`src/logic/sensor_seq_params.svh`:
```
`ifndef SENSOR_SEQ_PARAMS_SVH
`define SENSOR_SEQ_PARAMS_SVH
// ==========================================================
// Register map
`define ADDR_SEQ_CTRL 4'h0
`define ADDR_PIX_COUNT 4'h1
`define ADDR_LINE_COUNT 4'h2
`define ADDR_EXPOSURE 4'h3
`define ADDR_COL_START 4'h4
`define ADDR_READ_ROW 4'h5
`define ADDR_RESET_ROW 4'h6
`define ADDR_ARRAY_CTRL 4'h7
`define ADDR_AMP_CTRL 4'h8
`define ADDR_OFS_COARSE 4'h9
`define ADDR_OFS_FINE 4'ha
`define ADDR_CONV_CTRL 4'hb
// ==========================================================
// Field positions in the sequencer control word
`define SEQ_SHUTTER 0
`define SEQ_FRAME_CAL 1
`define SEQ_LINE_CAL 2
`define SEQ_PRECHARGE 3
`define SEQ_COL_DIV_LO 4
`define SEQ_SNAP_DIV_LO 6
`define SEQ_MS_LEVEL_LO 8
`define SEQ_MS_ENABLE 10
`define SEQ_EXT_RESET 11
// ==========================================================
// Reset values: every register clears to zero
`define RST_12 12'h000
`define RST_11 11'h000
`define RST_8 8'h00
`define RST_7 7'h00
`define RST_3 3'h0
// ==========================================================
// Divider terminal counts, period minus one in pixel clocks
`define SNAP_DIV_32 8'h1f
`define SNAP_DIV_64 8'h3f
`define SNAP_DIV_128 8'h7f
`define SNAP_DIV_256 8'hff
`define COL_DIV_4 5'h03
`define COL_DIV_8 5'h07
`define COL_DIV_16 5'h0f
`define COL_DIV_32 5'h1f
`endif

```
`src/logic/sensor_seq_pkg.sv`:
```
`include "sensor_seq_params.svh"
package sensor_seq_pkg;
  typedef enum logic [3:0] {
    PH_IDLE = 4'b0001,
    PH_EXPOSE = 4'b0010,
    PH_HOLD = 4'b0100,
    PH_READ = 4'b1000
  } phase_t;

  typedef struct packed {
    logic [11:0] seqCtrl;
    logic [11:0] pixCount;
    logic [11:0] lineCount;
    logic [11:0] exposure;
    logic [10:0] colStart;
    logic [10:0] readRow;
    logic [10:0] resetRow;
    logic [7:0] arrayCtrl;
    logic [6:0] ampCtrl;
    logic [6:0] ofsCoarse;
    logic [6:0] ofsFine;
    logic [2:0] convCtrl;
    phase_t phase;
    logic [7:0] snapPre;
    logic [4:0] colPre;
    logic [11:0] expCnt;
    logic [11:0] rowIdx;
    logic [11:0] pixCnt;
    logic readActive;
    logic firstRow;
    logic pixelValid;
    logic rowSync;
    logic lastLine;
    logic calFast;
    logic calSlow;
    logic globalReset;
    logic sampleAll;
    logic timeout;
    logic snapTick;
    logic colTick;
  } state_t;
endpackage

```
`src/logic/sensor_sequencer_control_regs.sv`:
```
// How it works
// - Snapshot mode exposes all pixels together, then reads rows one by one.
// - Snapshot start resets whole array; stop samples all pixels into storage.
// - Snapshot start ignored during readout; frame start still opens readout during exposure.
// - Frame-start pulse begins readout of a new frame.
// - Each row-step during readout selects next row and starts its blanking and column sync.
// - Sequencer makes internal control pulses, timed by register contents.
// - Every register clears to zero at reset.
// - Sequencer bit 0: zero snapshot shutter, one rolling shutter.
// - Output amplifier calibrated in every row blanking.
// - Fast calibration completes in one pulse; slow gives small increments.
// - First row of frame uses frame cal mode; later rows line mode.
// - Bit 3 continuous precharge; bits 5:4 column, 7:6 snapshot granularity.
// - Bits 9:8 multislope level, bit 10 enable, bit 11 external level.
// - Pixel count twelve bits; column start eleven bits.
// - Array bits 0,1 test drive; bit 2 column, bit 5 row subsample.
// - Array bits 3,4 swap column pairs; bits 6,7 swap row pairs.
// - Amplifier bits 3:0 gain, 4 unity, 5 second output, 6 low standby.
// - Converter bit 0 low tristates, bit 1 low gamma, bit 2 inverts.
// - Snapshot tick period is 32, 64, 128 or 256 pixel clocks.
// - Column sequencer tick is pixel clock divided by 4, 8, 16 or 32.
// - Exposure ticks counted after start; timeout pulse when count equals exposure.
`timescale 1ns/1ps
`default_nettype none
`include "sensor_seq_params.svh"
module sensor_sequencer_control_regs (
  input wire logic clk,
  input wire logic sys_rst,
  input wire logic regWrEn,
  input wire logic [3:0] regAddr,
  input wire logic [11:0] regWrData,
  input wire logic frameStart,
  input wire logic rowStep,
  input wire logic snapStart,
  input wire logic snapStop,
  output logic exposing,
  output logic globalReset,
  output logic sampleAll,
  output logic expTimeout,
  output logic readActive,
  output logic rowSync,
  output logic pixelValid,
  output logic lastLine,
  output logic calFast,
  output logic calSlow,
  output logic snapshotTick,
  output logic columnTick,
  output logic shutterRolling,
  output logic continuous_precharge,
  output logic [1:0] multislopeLevel,
  output logic multislope_enable,
  output logic external_reset_level,
  output logic [11:0] pixel_count_value,
  output logic [11:0] line_count_value,
  output logic [10:0] columnStart,
  output logic [10:0] read_row_start_value,
  output logic [10:0] reset_row_start_value,
  output logic testEven,
  output logic testOdd,
  output logic column_subsample,
  output logic column_pair_swap_a,
  output logic column_pair_swap_b,
  output logic row_subsample,
  output logic row_pair_swap_a,
  output logic row_pair_swap_b,
  output logic [3:0] ampGain,
  output logic ampUnity,
  output logic ampSecondOut,
  output logic ampActive,
  output logic [6:0] offsetCoarse,
  output logic [6:0] offsetFine,
  output logic output_bus_drive,
  output logic gammaOn,
  output logic output_invert
);
  sensor_seq_pkg::state_t s_ff;
  sensor_seq_pkg::state_t nxt_s;
  logic [7:0] snapDiv;
  logic [4:0] colDiv;
  logic [11:0] expNext;

  // ==========================================================
  // Divider terminal counts
  always_comb begin
    case (s_ff.seqCtrl[`SEQ_SNAP_DIV_LO +: 2])
      2'b00: snapDiv = `SNAP_DIV_32;
      2'b01: snapDiv = `SNAP_DIV_64;
      2'b10: snapDiv = `SNAP_DIV_128;
      default: snapDiv = `SNAP_DIV_256;
    endcase
    case (s_ff.seqCtrl[`SEQ_COL_DIV_LO +: 2])
      2'b00: colDiv = `COL_DIV_4;
      2'b01: colDiv = `COL_DIV_8;
      2'b10: colDiv = `COL_DIV_16;
      default: colDiv = `COL_DIV_32;
    endcase
  end

  // ==========================================================
  // Next state
  always_comb begin
    nxt_s = s_ff;
    expNext = s_ff.expCnt + 12'h001;
    nxt_s.rowSync = 1'b0;
    nxt_s.lastLine = 1'b0;
    nxt_s.calFast = 1'b0;
    nxt_s.calSlow = 1'b0;
    nxt_s.globalReset = 1'b0;
    nxt_s.sampleAll = 1'b0;
    nxt_s.timeout = 1'b0;
    // Register port; reserved addresses fall through untouched
    if (regWrEn) begin
      case (regAddr)
        `ADDR_SEQ_CTRL: nxt_s.seqCtrl = regWrData;
        `ADDR_PIX_COUNT: nxt_s.pixCount = regWrData;
        `ADDR_LINE_COUNT: nxt_s.lineCount = regWrData;
        `ADDR_EXPOSURE: nxt_s.exposure = regWrData;
        `ADDR_COL_START: nxt_s.colStart = regWrData[10:0];
        `ADDR_READ_ROW: nxt_s.readRow = regWrData[10:0];
        `ADDR_RESET_ROW: nxt_s.resetRow = regWrData[10:0];
        `ADDR_ARRAY_CTRL: nxt_s.arrayCtrl = regWrData[7:0];
        `ADDR_AMP_CTRL: nxt_s.ampCtrl = regWrData[6:0];
        `ADDR_OFS_COARSE: nxt_s.ofsCoarse = regWrData[6:0];
        `ADDR_OFS_FINE: nxt_s.ofsFine = regWrData[6:0];
        `ADDR_CONV_CTRL: nxt_s.convCtrl = regWrData[2:0];
        default: nxt_s.convCtrl = s_ff.convCtrl;
      endcase
    end
    // Free-running prescalers; snapshot one restarts at exposure start
    nxt_s.snapTick = (s_ff.snapPre == snapDiv);
    nxt_s.snapPre = nxt_s.snapTick ? 8'h00 : s_ff.snapPre + 8'h01;
    nxt_s.colTick = (s_ff.colPre == colDiv);
    nxt_s.colPre = nxt_s.colTick ? 5'h00 : s_ff.colPre + 5'h01;
    // Snapshot shutter sequence
    case (s_ff.phase)
      sensor_seq_pkg::PH_IDLE: begin
        // Rolling mode never enters exposure; start is simply ignored
        if (snapStart && !s_ff.seqCtrl[`SEQ_SHUTTER] && !s_ff.readActive) begin
          nxt_s.phase = sensor_seq_pkg::PH_EXPOSE;
          nxt_s.globalReset = 1'b1;
          nxt_s.expCnt = 12'h000;
          nxt_s.snapPre = 8'h00;
          nxt_s.snapTick = 1'b0;
        end
      end
      sensor_seq_pkg::PH_EXPOSE: begin
        if (s_ff.snapTick) begin
          nxt_s.expCnt = expNext;
          nxt_s.timeout = (expNext == s_ff.exposure);
        end
        if (snapStop) begin
          nxt_s.phase = sensor_seq_pkg::PH_HOLD;
          nxt_s.sampleAll = 1'b1;
        end
      end
      sensor_seq_pkg::PH_HOLD: begin
        if (frameStart) begin
          nxt_s.phase = sensor_seq_pkg::PH_READ;
        end
      end
      sensor_seq_pkg::PH_READ: begin
        if (s_ff.lastLine) begin
          nxt_s.phase = sensor_seq_pkg::PH_IDLE;
        end
      end
      default: nxt_s.phase = sensor_seq_pkg::PH_IDLE;
    endcase
    // Row readout, common to both shutters
    if (frameStart) begin
      nxt_s.readActive = 1'b1;
      nxt_s.rowIdx = 12'h000;
      nxt_s.firstRow = 1'b1;
    end else if (rowStep && s_ff.readActive) begin
      nxt_s.rowSync = 1'b1;
      nxt_s.pixelValid = 1'b1;
      nxt_s.pixCnt = 12'h000;
      nxt_s.firstRow = 1'b0;
      // Calibration mode: frame bit on first row, line bit after
      if (s_ff.firstRow ? s_ff.seqCtrl[`SEQ_FRAME_CAL] : s_ff.seqCtrl[`SEQ_LINE_CAL]) begin
        nxt_s.calSlow = 1'b1;
      end else begin
        nxt_s.calFast = 1'b1;
      end
      if (s_ff.rowIdx == s_ff.lineCount) begin
        nxt_s.lastLine = 1'b1;
        nxt_s.readActive = 1'b0;
      end else begin
        nxt_s.rowIdx = s_ff.rowIdx + 12'h001;
      end
    end
    // Two pixels per cycle, so the count is half the window width
    if (s_ff.pixelValid && !s_ff.rowSync) begin
      if (s_ff.pixCnt == s_ff.pixCount) begin
        nxt_s.pixelValid = 1'b0;
      end else begin
        nxt_s.pixCnt = s_ff.pixCnt + 12'h001;
      end
    end
  end

  // ==========================================================
  // State register
  always_ff @(posedge clk) begin
    if (sys_rst) begin
      s_ff <= '0;
      s_ff.phase <= sensor_seq_pkg::PH_IDLE;
    end else begin
      s_ff <= nxt_s;
    end
  end

  // ==========================================================
  // Outputs straight from the state flops
  assign exposing = (s_ff.phase == sensor_seq_pkg::PH_EXPOSE);
  assign globalReset = s_ff.globalReset;
  assign sampleAll = s_ff.sampleAll;
  assign expTimeout = s_ff.timeout;
  assign readActive = s_ff.readActive;
  assign rowSync = s_ff.rowSync;
  assign pixelValid = s_ff.pixelValid;
  assign lastLine = s_ff.lastLine;
  assign calFast = s_ff.calFast;
  assign calSlow = s_ff.calSlow;
  assign snapshotTick = s_ff.snapTick;
  assign columnTick = s_ff.colTick;
  assign shutterRolling = s_ff.seqCtrl[`SEQ_SHUTTER];
  assign continuous_precharge = s_ff.seqCtrl[`SEQ_PRECHARGE];
  assign multislopeLevel = s_ff.seqCtrl[`SEQ_MS_LEVEL_LO +: 2];
  // Enable only meaningful under the snapshot shutter
  assign multislope_enable = s_ff.seqCtrl[`SEQ_MS_ENABLE] & ~s_ff.seqCtrl[`SEQ_SHUTTER];
  assign external_reset_level = s_ff.seqCtrl[`SEQ_EXT_RESET];
  assign pixel_count_value = s_ff.pixCount;
  assign line_count_value = s_ff.lineCount;
  assign columnStart = s_ff.colStart;
  assign read_row_start_value = s_ff.readRow;
  assign reset_row_start_value = s_ff.resetRow;
  assign testEven = s_ff.arrayCtrl[0];
  assign testOdd = s_ff.arrayCtrl[1];
  assign column_subsample = s_ff.arrayCtrl[2];
  assign column_pair_swap_a = s_ff.arrayCtrl[3];
  assign column_pair_swap_b = s_ff.arrayCtrl[4];
  assign row_subsample = s_ff.arrayCtrl[5];
  assign row_pair_swap_a = s_ff.arrayCtrl[6];
  assign row_pair_swap_b = s_ff.arrayCtrl[7];
  assign ampGain = s_ff.ampCtrl[3:0];
  assign ampUnity = s_ff.ampCtrl[4];
  assign ampSecondOut = s_ff.ampCtrl[5];
  assign ampActive = s_ff.ampCtrl[6];
  assign offsetCoarse = s_ff.ofsCoarse;
  assign offsetFine = s_ff.ofsFine;
  assign output_bus_drive = s_ff.convCtrl[0];
  assign gammaOn = ~s_ff.convCtrl[1];
  assign output_invert = s_ff.convCtrl[2];
endmodule
`default_nettype wire

```
`config.mk`:
```
export PLATFORM = sky130hd
export DESIGN_NAME = sensor_sequencer_control_regs
export DESIGN_NICKNAME = d
export VERILOG_FILES = /design/src/logic/sensor_seq_pkg.sv /design/src/logic/sensor_sequencer_control_regs.sv
export VERILOG_INCLUDE_DIRS = /design/src /design/src/logic
export SDC_FILE = /design/constraint.sdc
export NUM_CORES = 1
export LEC_CHECK = 0
export BUFFER_PORTS_ARGS = -buffer_cell sky130_fd_sc_hd__buf_2
export CORE_MARGIN = 4
export CORE_UTILIZATION = 44
export DETAILED_ROUTE_END_ITERATION = 6
export PLACE_DENSITY = 0.75
export SLEW_MARGIN = 20
export SYNTH_ARGS = -nofsm -noshare
export SYNTH_HDL_FRONTEND = slang
export SYNTH_SLANG_ARGS = --single-unit
```
`constraint.sdc`:
```
create_clock -name clk -period 5.23 [get_ports clk]
set_input_delay 0.7845 -clock clk [delete_from_list [all_inputs] [get_ports clk]]
set_output_delay 0.7845 -clock clk [all_outputs]
set_load 0.01 [all_outputs]
```
==> impl_metrics.env, run 1 <==
export IMPL_grt_max_degree=99
export IMPL_endpoint_kind="output pin"
export IMPL_status="finished, final reports clean"
export IMPL_p_switching_uw=644
export IMPL_synth_commonest_cells="dfxtp_1, nor2_1, mux2i_1"
export IMPL_critPathArrivalTime_ns=1.55
export IMPL_synth_nets=945
export IMPL_ys_warn_count=0
export IMPL_tritoncts_num_buffers=17
export IMPL_ant_nets=0
export IMPL_cts_repair_resized=0
export IMPL_hpwl_mm=13.3
export IMPL_irDropWorstVdd_mv=0.236
export IMPL_fillCellCount=1661
export IMPL_combPwrFrac_pct=5.7
export IMPL_ys_top_cells_by_area="dfxtp_1, mux2i_1, buf_4, nor2_1, a21oi_1"
export IMPL_slew_headroom_pct=32.9
export IMPL_drive_above_1_share_pct=17.9
export IMPL_dpl_worst_slack_ns=2.53
export IMPL_ys_async_sr_fraction_pct=0
export IMPL_synth_edf_count=0
export IMPL_dieArea_um2=20800
export IMPL_synth_cell_types=55
export IMPL_die_h_um=144
export IMPL_leakagePower_uw=0.00391
export IMPL_worst_slack_ns=2.89
export IMPL_rsz0062_at_grt="false"
export IMPL_clk_pin_slew_worst_paths_ns=0.07
export IMPL_sw_frac_of_total_pct=23.4
export IMPL_grt_usage_pct=18.8
export IMPL_clk_latency_ns=0.42
export IMPL_p_seq_share_pct=50.7
export IMPL_cp_max_fo=8
export IMPL_syn_area_per_cell_um2=8.91
export IMPL_gp_congestion=0.833
export IMPL_min_period_over_period_pct=44.7
export IMPL_via_per_inst=5.32
export IMPL_totalWireLength_mm=19.2
export IMPL_whs_path_depth=2
export IMPL_drc=0
export IMPL_cap_violations=0
export IMPL_yosysMostFrequentCell="dfxtp_1"
export IMPL_vias=6267
export IMPL_yosys_register_bits=178
export IMPL_grt_pass1_wl_mm=31.1
export IMPL_hold_class="register to register"
export IMPL_max_freq_mhz=427
export IMPL_period_needed_ns=2.34
export IMPL_post_cts_buffers=0
export IMPL_overflow=0
export IMPL_powerDensity_nw_per_um2=310
export IMPL_hold_slack_ns=0.450
export IMPL_die_w_um=144
export IMPL_finalClockSkew_ns=0.00651
export IMPL_synth_area_um2=8160
export IMPL_cts_path_max_buffers=2
export IMPL_firstDrtPassIters=5
export IMPL_htreeDepth=4
export IMPL_hold_buffers=0
export IMPL_crit_slowest_cell="dfxtp_1"
export IMPL_cts_root_buf="clkbuf_16"
export IMPL_portBuffers=129
export IMPL_drv_slew=0
export IMPL_start_util_pct=45.1
export IMPL_critPathMaxStageDelay_ns=0.50
export IMPL_num_io_pins=130
export IMPL_row_count=49
export IMPL_critPathLaunchType="register"
export IMPL_rr_worst_depth=5
export IMPL_pwr_share_clk_pct=43.6
export IMPL_worstPathRequired_ns=4.45
export IMPL_crit_type="register to output pin"
export IMPL_hold_viol=0
export IMPL_wl_per_cell_um=16.3
export IMPL_grt_pass1_vias=5819
export IMPL_synth_top_area_cell="dfxtp_1"
export IMPL_fin_nets=965
export IMPL_final_setup_tns_ns=0
export IMPL_worst_slew_pin_slew_ns=1.01
export IMPL_cts_sinks=178
export IMPL_yosysTopAreaCellShare_pct=43.7
export IMPL_p_total_uw=2750
export IMPL_drt_iter0_markers=419
export IMPL_synthCells=916
export IMPL_syn_to_final_growth_pct=8.66
export IMPL_cts_tree="built"
export IMPL_core_area_um2=18100
export IMPL_seq_area_frac_synth_pct=43.7
export IMPL_antenna_found_initial=0
export IMPL_p_int_uw=2110
export IMPL_antenna_cells=0
export IMPL_utilization_pct=49.0
export IMPL_crit_path_cell_trace="nor4b_4 -> buf_2"
export IMPL_setup_viol_count_final=0
export IMPL_ys_flop_type="dfxtp_1"
==> power by group through the flow <==
stage / clock, uW / sequential (uW) / combinational (uW)
after detailed placement: 0 / 1420 / 157
after global routing: 1280 / 1400 / 171
after floorplan: 0 / 1420 / 114
final: 1200 / 1390 / 157
after global placement: 0 / 1420 / 153
after CTS: 1220 / 1390 / 157
==> placed cells by master, fill, tap and decap left out, types with 4 or more instances in the layout <==
cell / synthesis / layout
nand3_1: 25 / 25
inv_1: 8 / 8
o21ai_0: 25 / 25
a21oi_1: 59 / 59
xor2_1: 28 / 28
ha_1: 6 / 6
nor4_1: 7 / 7
nand2_1: 75 / 75
nor2_1: 121 / 119
or4_1: 5 / 5
o21a_1: 4 / 4
mux2i_1: 88 / 88
clkbuf_16: 0 / 17
xnor2_1: 30 / 30
and2_1: 9 / 9
o31ai_1: 6 / 6
nand4_1: 14 / 14
clkbuf_1: 35 / 5
or3_1: 14 / 14
nand3b_1: 7 / 7
nand2b_1: 4 / 4
nor3_1: 18 / 17
and3_1: 13 / 13
dfxtp_1: 178 / 178
buf_2: 10 / 128
==> final timing paths <==
check,from,to,slack [ns]
worst min register to register,columnStart[7],columnStart[7],0.45
worst max-delay path,s_ff[62],exposing,2.89
worst min-delay path,columnStart[7],columnStart[7],0.45
worst max register to register,s_ff[19],s_ff[12],3.03
==> sequential cells by signal, indices dropped and copies added (netlist names), 2 cells and up <==
name,count
line_count_value,12
columnStart,11
read_row_start_value,11
offsetFine,7
offsetCoarse,7
pixel_count_value,12
multislopeLevel,2
reset_row_start_value,11
s_ff,74
ampGain,4
==> stage by stage <==
stage	instance area, um^2	instances
2_1_floorplan	8160	916
3_3_place_gp	8300	1146
3_5_place_dp	8310	1146
4_1_cts	8860	1178
5_1_grt	8870	1178
6_report	8870	1178
==> critical path: cells and delay by family, from the launching register on <==
kind                   cells  cell delay, ns
and+or+nand+nor            1            0.42
buffers and inverters      1            0.21
DFF                        1            0.50
==> logic make-up (layout without fill, tap and decap cells) <==
| group | Yosys count | in the layout | synth area share [%] |
|---|---|---|---|
| multiplexers | 89 | 89 | 10.9 |
| adder cells (fa/ha/maj) | 6 | 6 | 0.920 |
| flip-flops | 178 | 178 | 43.7 |
| AO/OA/AOI/OAI | 116 | 116 | 8.39 |
| XOR/XNOR | 58 | 58 | 6.23 |
| buffers and inverters | 137 | 170 | 10.1 |
| AND/OR/NAND/NOR | 332 | 332 | 19.7 |
==> routing by layer <==
| metal | track usage (%) | vias up | wire length (um) |
|---|---|---|---|
| li1 | - | 3093 | - |
| met1 | 25.2 | 2980 | 8910 |
| met2 | 29.7 | 170 | 8870 |
| met3 | 5.03 | 24 | 1070 |
| met4 | 5.79 | 0 | 351 |
| met5 | 0 | - | 0 |
==> layout make-up <==
| cell class | count | area, um^2 | share of cell area (%) |
|---|---|---|---|
| timing repair buffer | 130 | 656 | 7.39 |
| tap | 229 | 287 | 3.23 |
| multi-input combinational | 601 | 3780 | 42.6 |
| inverter | 8 | 30.0 | 0.339 |
| clock inverter | 8 | 80.1 | 0.903 |
| sequential | 178 | 3560 | 40.2 |
| clock buffer | 24 | 472 | 5.32 |
(Power assumes the default switching activity.)
==> run 2, diff against run 1 <==
Settings changed: PLACE_DENSITY 0.75 to 0.77.
Clock period 5.23 ns to 2.1 ns, I/O delays scaled along.
==> run 2 against run 1 <==
  * Final cell count increased by 1.5%
  * Clock power increased to 2.7 times the previous value
  * Routed wire length increased by 1.9%
  * Global-route usage increased by 0.37 points
  * Worst hold slack got worse by 0.28 ns
  * Design area increased by 2.0%
  * First-iteration DRC count decreased by 8.1%
  * Flip-flop and latch count unchanged
  * Critical path type is now register to register
  * Highest routed layer is now met5
==> impl_metrics.env, run 2 (synthesized netlist as in run 1, its figures left out) <==
export IMPL_regArea_um2=3560
export IMPL_drt_iter0_markers=385
export IMPL_hold_buffers=0
export IMPL_cts_tree="built"
export IMPL_vias=6252
export IMPL_critPathLaunchType="register"
export IMPL_worstPathRequired_ns=2.45
export IMPL_core_area_um2=18100
export IMPL_syn_to_final_growth_pct=10.9
export IMPL_finalClockSkew_ns=0.00433
export IMPL_wl_per_cell_um=16.4
export IMPL_hold_class="primary input to register"
export IMPL_layout_commonest_cell="dfxtp_1"
export IMPL_drc=0
export IMPL_leakagePower_uw=0.00403
export IMPL_tritoncts_num_buffers=17
export IMPL_status="finished, final reports clean"
export IMPL_max_freq_mhz=506
export IMPL_final_cell_mix="dfxtp_1, buf_2, nor2_1, mux2i_1, nand2_1"
export IMPL_dieArea_um2=20800
export IMPL_rr_worst_depth=5
export IMPL_irDropWorstVdd_mv=0.611
export IMPL_min_period_over_period_pct=94.1
export IMPL_antenna_found_initial=1
export IMPL_slew_headroom_pct=47.0
export IMPL_top_register="s_ff"
export IMPL_drive_above_1_share_pct=19.4
export IMPL_row_count=49
export IMPL_clk_latency_ns=0.42
export IMPL_num_io_pins=130
export IMPL_start_util_pct=45.1
export IMPL_largest_reg_flops=74
export IMPL_overflow=0
export IMPL_hold_viol=0
export IMPL_worst_slew_pin_slew_ns=0.795
export IMPL_cap_violations=0
export IMPL_totalWireLength_mm=19.6
export IMPL_utilization_pct=50.0
export IMPL_fin_nets=983
export IMPL_timing_rr_start="s_ff[26]"
export IMPL_htreeDepth=4
export IMPL_cts_path_max_buffers=2
export IMPL_whs_path_depth=2
export IMPL_firstDrtPassIters=5
export IMPL_multi_input_area_um2=3770
export IMPL_grt_pass1_vias=5945
export IMPL_clk_pin_slew_worst_paths_ns=0.06
export IMPL_crit_type="register to register"
export IMPL_cts_root_buf="clkbuf_16"
export IMPL_powerDensity_nw_per_um2=781
export IMPL_period_needed_ns=1.98
export IMPL_cp_max_fo=23
export IMPL_drv_slew=0
export IMPL_hpwl_mm=13.4
export IMPL_via_per_inst=5.23
export IMPL_rrSetupSlack_ns=0.12
export IMPL_hold_slack_ns=0.168
export IMPL_portBuffers=129
export IMPL_critPathArrivalTime_ns=2.33
export IMPL_grt_max_degree=119
export IMPL_antenna_cells=0
export IMPL_final_cell_area_um2=9050
export IMPL_placed_area_um2=8440
export IMPL_gp_congestion=0.865
export IMPL_die_w_um=144
export IMPL_grt_pass1_wl_mm=31.4
export IMPL_grt_usage_pct=19.1
export IMPL_rsz0062_at_grt="false"
export IMPL_setup_viol_count_final=0
export IMPL_hold_end="sampleAll"
export IMPL_ant_nets=0
export IMPL_fillCellCount=1627
export IMPL_die_h_um=144
export IMPL_rr_endpoint="s_ff[34]"
export IMPL_min_delay_start="snapStop"
export IMPL_endpoint_kind="register"
export IMPL_cts_sinks=178
==> run 2: worst max path at each step <==
stage / to / slack, ns / start
after global routing: s_ff[34] / 0.04 / s_ff[29]
after global placement: s_ff[170] / 0.04 / regAddr[3]
after CTS: s_ff[34] / 0.008 / s_ff[29]
after detailed placement: s_ff[173] / -0.04 / regAddr[3]
after floorplan: s_ff[21] / 0.32 / s_ff[20]
final: s_ff[34] / 0.12 / s_ff[26]
==> run 2: layout make-up <==
type	instances	area share, %
clock buffers	24	5.44
clock inverters	8	1.12
inverters	8	0.332
multi-input cells	601	41.7
flip-flops and latches	178	39.4
well taps	229	3.17
repair buffers	148	8.88
==> run 2: routing by layer <==
| layer | up-vias | part of all wire, % | routed length (um) | track usage, % |
|---|---|---|---|---|
| met1 | 2914 | 44 | 8580 | 23.6 |
| met3 | 39 | 5.7 | 1120 | 5.36 |
| met4 | 2 | 2.6 | 514 | 7.56 |
| met5 | - | 0.036 | 7 | 0 |
| li1 | 3134 | - | - | - |
| met2 | 163 | 48 | 9350 | 31.7 |
==> run 2: report_power, final <==
part | leakage, uW | internal (uW) | switching, uW
clock network | 0.000294 | 1880 | 1310
logic | 0.00230 | 137 | 271
registers | 0.00144 | 3430 | 45.4
total | 0.00403 | 5450 | 1620
==> run 2: worst max-delay path, cell delays in order (launching register included) <==
cell	delay, ns
dfxtp_1	0.44
xor2_1	0.21
nor4_1	0.08
and3_2	0.35
or4_2	0.67
a21oi_1	0.15
==> run 2: per-stage QoR <==
step	setup TNS, ns	setup WS [ns]	total power, uW	instances
after CTS	0	0.00839	7120	1194
after detailed placement	-0.264	-0.0396	3950	1162
after global placement	0	0.0407	3940	1162
final	0	0.123	7070	1196
after global routing	0	0.0403	7300	1196
after floorplan	0	0.321	3820	916
==> run 2: timing repair <==
item,in CTS,in global routing
setup endpoints to repair,0,13
buffers inserted,0,2
gates resized for setup,0,1
==> run 3, diff against run 2 <==
Settings changed: PLACE_DENSITY 0.77 to 0.75.
Clock period 2.1 ns to 2.2 ns, I/O delays scaled along.
==> run 3 against run 2 <==
  * Clock power about the same
  * Routed wire length shrank 2.1%
  * Worst hold slack improved by 0.032 ns
  * Largest cell class unchanged
  * Largest power group unchanged
  * Critical endpoint is now s_ff[14]
==> impl_metrics.env, run 3 (synthesized netlist as in run 1, its figures left out) <==
export IMPL_leakagePower_uw=0.00402
export IMPL_drt_iter0_markers=373
export IMPL_dieArea_um2=20800
export IMPL_grt_usage_pct=18.5
export IMPL_finalClockSkew_ns=0.00586
export IMPL_irDropWorstVdd_mv=0.570
export IMPL_fin_nets=980
export IMPL_fin_cells=1192
export IMPL_antenna_found_initial=0
export IMPL_portBuffers=129
export IMPL_layout_commonest_cell="dfxtp_1"
export IMPL_fillCellCount=1611
export IMPL_totalWireLength_mm=19.2
export IMPL_worst_slew_pin_slew_ns=0.680
export IMPL_wl_per_cell_um=16.1
export IMPL_hold_buffers=0
export IMPL_cts_path_max_buffers=2
export IMPL_tritoncts_num_buffers=17
export IMPL_rr_endpoint="s_ff[14]"
export IMPL_row_count=49
export IMPL_vias=6243
export IMPL_endpoint_kind="register"
export IMPL_clk_pin_slew_worst_paths_ns=0.07
export IMPL_whs_path_depth=2
export IMPL_start_util_pct=45.1
export IMPL_timing_rr_start="s_ff[19]"
export IMPL_die_w_um=144
export IMPL_drive_above_1_share_pct=19.0
export IMPL_hold_viol=0
export IMPL_antenna_cells=0
export IMPL_largest_reg_flops=74
export IMPL_firstDrtPassIters=5
export IMPL_drv_slew=0
export IMPL_top_register="s_ff"
export IMPL_setup_viol_count_final=0
export IMPL_final_setup_tns_ns=0
export IMPL_cts_tree="built"
export IMPL_min_period_over_period_pct=88.2
export IMPL_slew_headroom_pct=54.6
export IMPL_crit_type="register to register"
export IMPL_rr_worst_depth=5
export IMPL_cap_violations=0
export IMPL_max_freq_mhz=515
export IMPL_syn_to_final_growth_pct=10.9
export IMPL_grt_pass1_vias=5782
export IMPL_period_needed_ns=1.94
export IMPL_hold_end="sampleAll"
export IMPL_overflow=0
export IMPL_htreeDepth=4
export IMPL_gp_congestion=0.860
export IMPL_drc=0
export IMPL_rrSetupSlack_ns=0.26
export IMPL_rsz0062_at_grt="false"
export IMPL_cts_sinks=178
export IMPL_hpwl_mm=13.1
export IMPL_ant_nets=0
export IMPL_final_cell_mix="dfxtp_1, buf_2, nor2_1, mux2i_1, nand2_1"
export IMPL_hold_class="primary input to register"
export IMPL_critPathArrivalTime_ns=2.25
export IMPL_worstPathRequired_ns=2.51
export IMPL_min_delay_start="snapStop"
export IMPL_die_h_um=144
export IMPL_powerDensity_nw_per_um2=761
export IMPL_clk_latency_ns=0.42
export IMPL_multi_input_area_um2=3770
export IMPL_cp_max_fo=12
export IMPL_grt_max_degree=149
export IMPL_regArea_um2=3560
export IMPL_core_area_um2=18100
export IMPL_status="finished, final reports clean"
export IMPL_cts_root_buf="clkbuf_16"
export IMPL_num_io_pins=130
export IMPL_dpl_cell_count=1161
export IMPL_grt_pass1_wl_mm=30.5
export IMPL_critPathLaunchType="register"
export IMPL_via_per_inst=5.24
run 3: where the power goes:
group	internal, uW	total (uW)	switching, uW
Clock	1960	3190	1230
Sequential	3270	3310	41.9
Combinational	128	383	255
Total	5360	6890	1530
run 3: timing repair:
action,in CTS,in global routing
gates resized for setup,0,1
buffers inserted,0,0
setup endpoints to repair,0,1
run 3: worst max-delay path, stage by stage, from the launching register on:
cell and delay, ns:
dfxtp_1 0.47, xnor2_1 0.15, nand4_1 0.19, o311a_1 0.54
and3b_1 0.22, a221o_1 0.25
run 3: metal layers:
metal / vias up / GRT usage [%] / share of wire [%]
met1: 2964 / 23.4 / 44
met4: 0 / 5.60 / 1.3
met5: - / 0 / 0
li1: 3121 / - / -
met2: 139 / 30.8 / 49
met3: 19 / 5.39 / 6.3
run 3: worst max-delay path by stage:
stage	startpoint	endpoint	slack, ns	cells past startpoint
global placement	s_ff[27]	s_ff[34]	0.22	5
detailed placement	s_ff[28]	s_ff[34]	0.17	5
CTS	s_ff[28]	s_ff[34]	0.16	5
finish	s_ff[19]	s_ff[14]	0.26	5
floorplan	s_ff[20]	s_ff[21]	0.42	7
global route	s_ff[62]	s_ff[42]	0.11	5
run 3: stage by stage:
stage / instance area, um^2 / power (uW) / util [%] / hold WS (ns) / setup slack [ns]
CTS: 9050 / 6950 / 50.0 / 0.174 / 0.161
global route: 9050 / 7120 / 50.0 / 0.199 / 0.113
floorplan: 8160 / 3650 / - / 0.432 / 0.421
detailed placement: 8430 / 3770 / 46.6 / 0.448 / 0.172
finish: 9050 / 6890 / 50.0 / 0.200 / 0.260
global placement: 8430 / 3760 / 46.6 / 0.440 / 0.219
run 3: cell type report:
| type | instances | share of cell area, % |
|---|---|---|
| flip-flops and latches | 178 | 39.4 |
| inverters | 8 | 0.332 |
| multi-input cells | 601 | 41.7 |
| clock inverters | 8 | 1.66 |
| clock buffers | 23 | 5.17 |
| well taps | 229 | 3.17 |
| repair buffers | 145 | 8.63 |
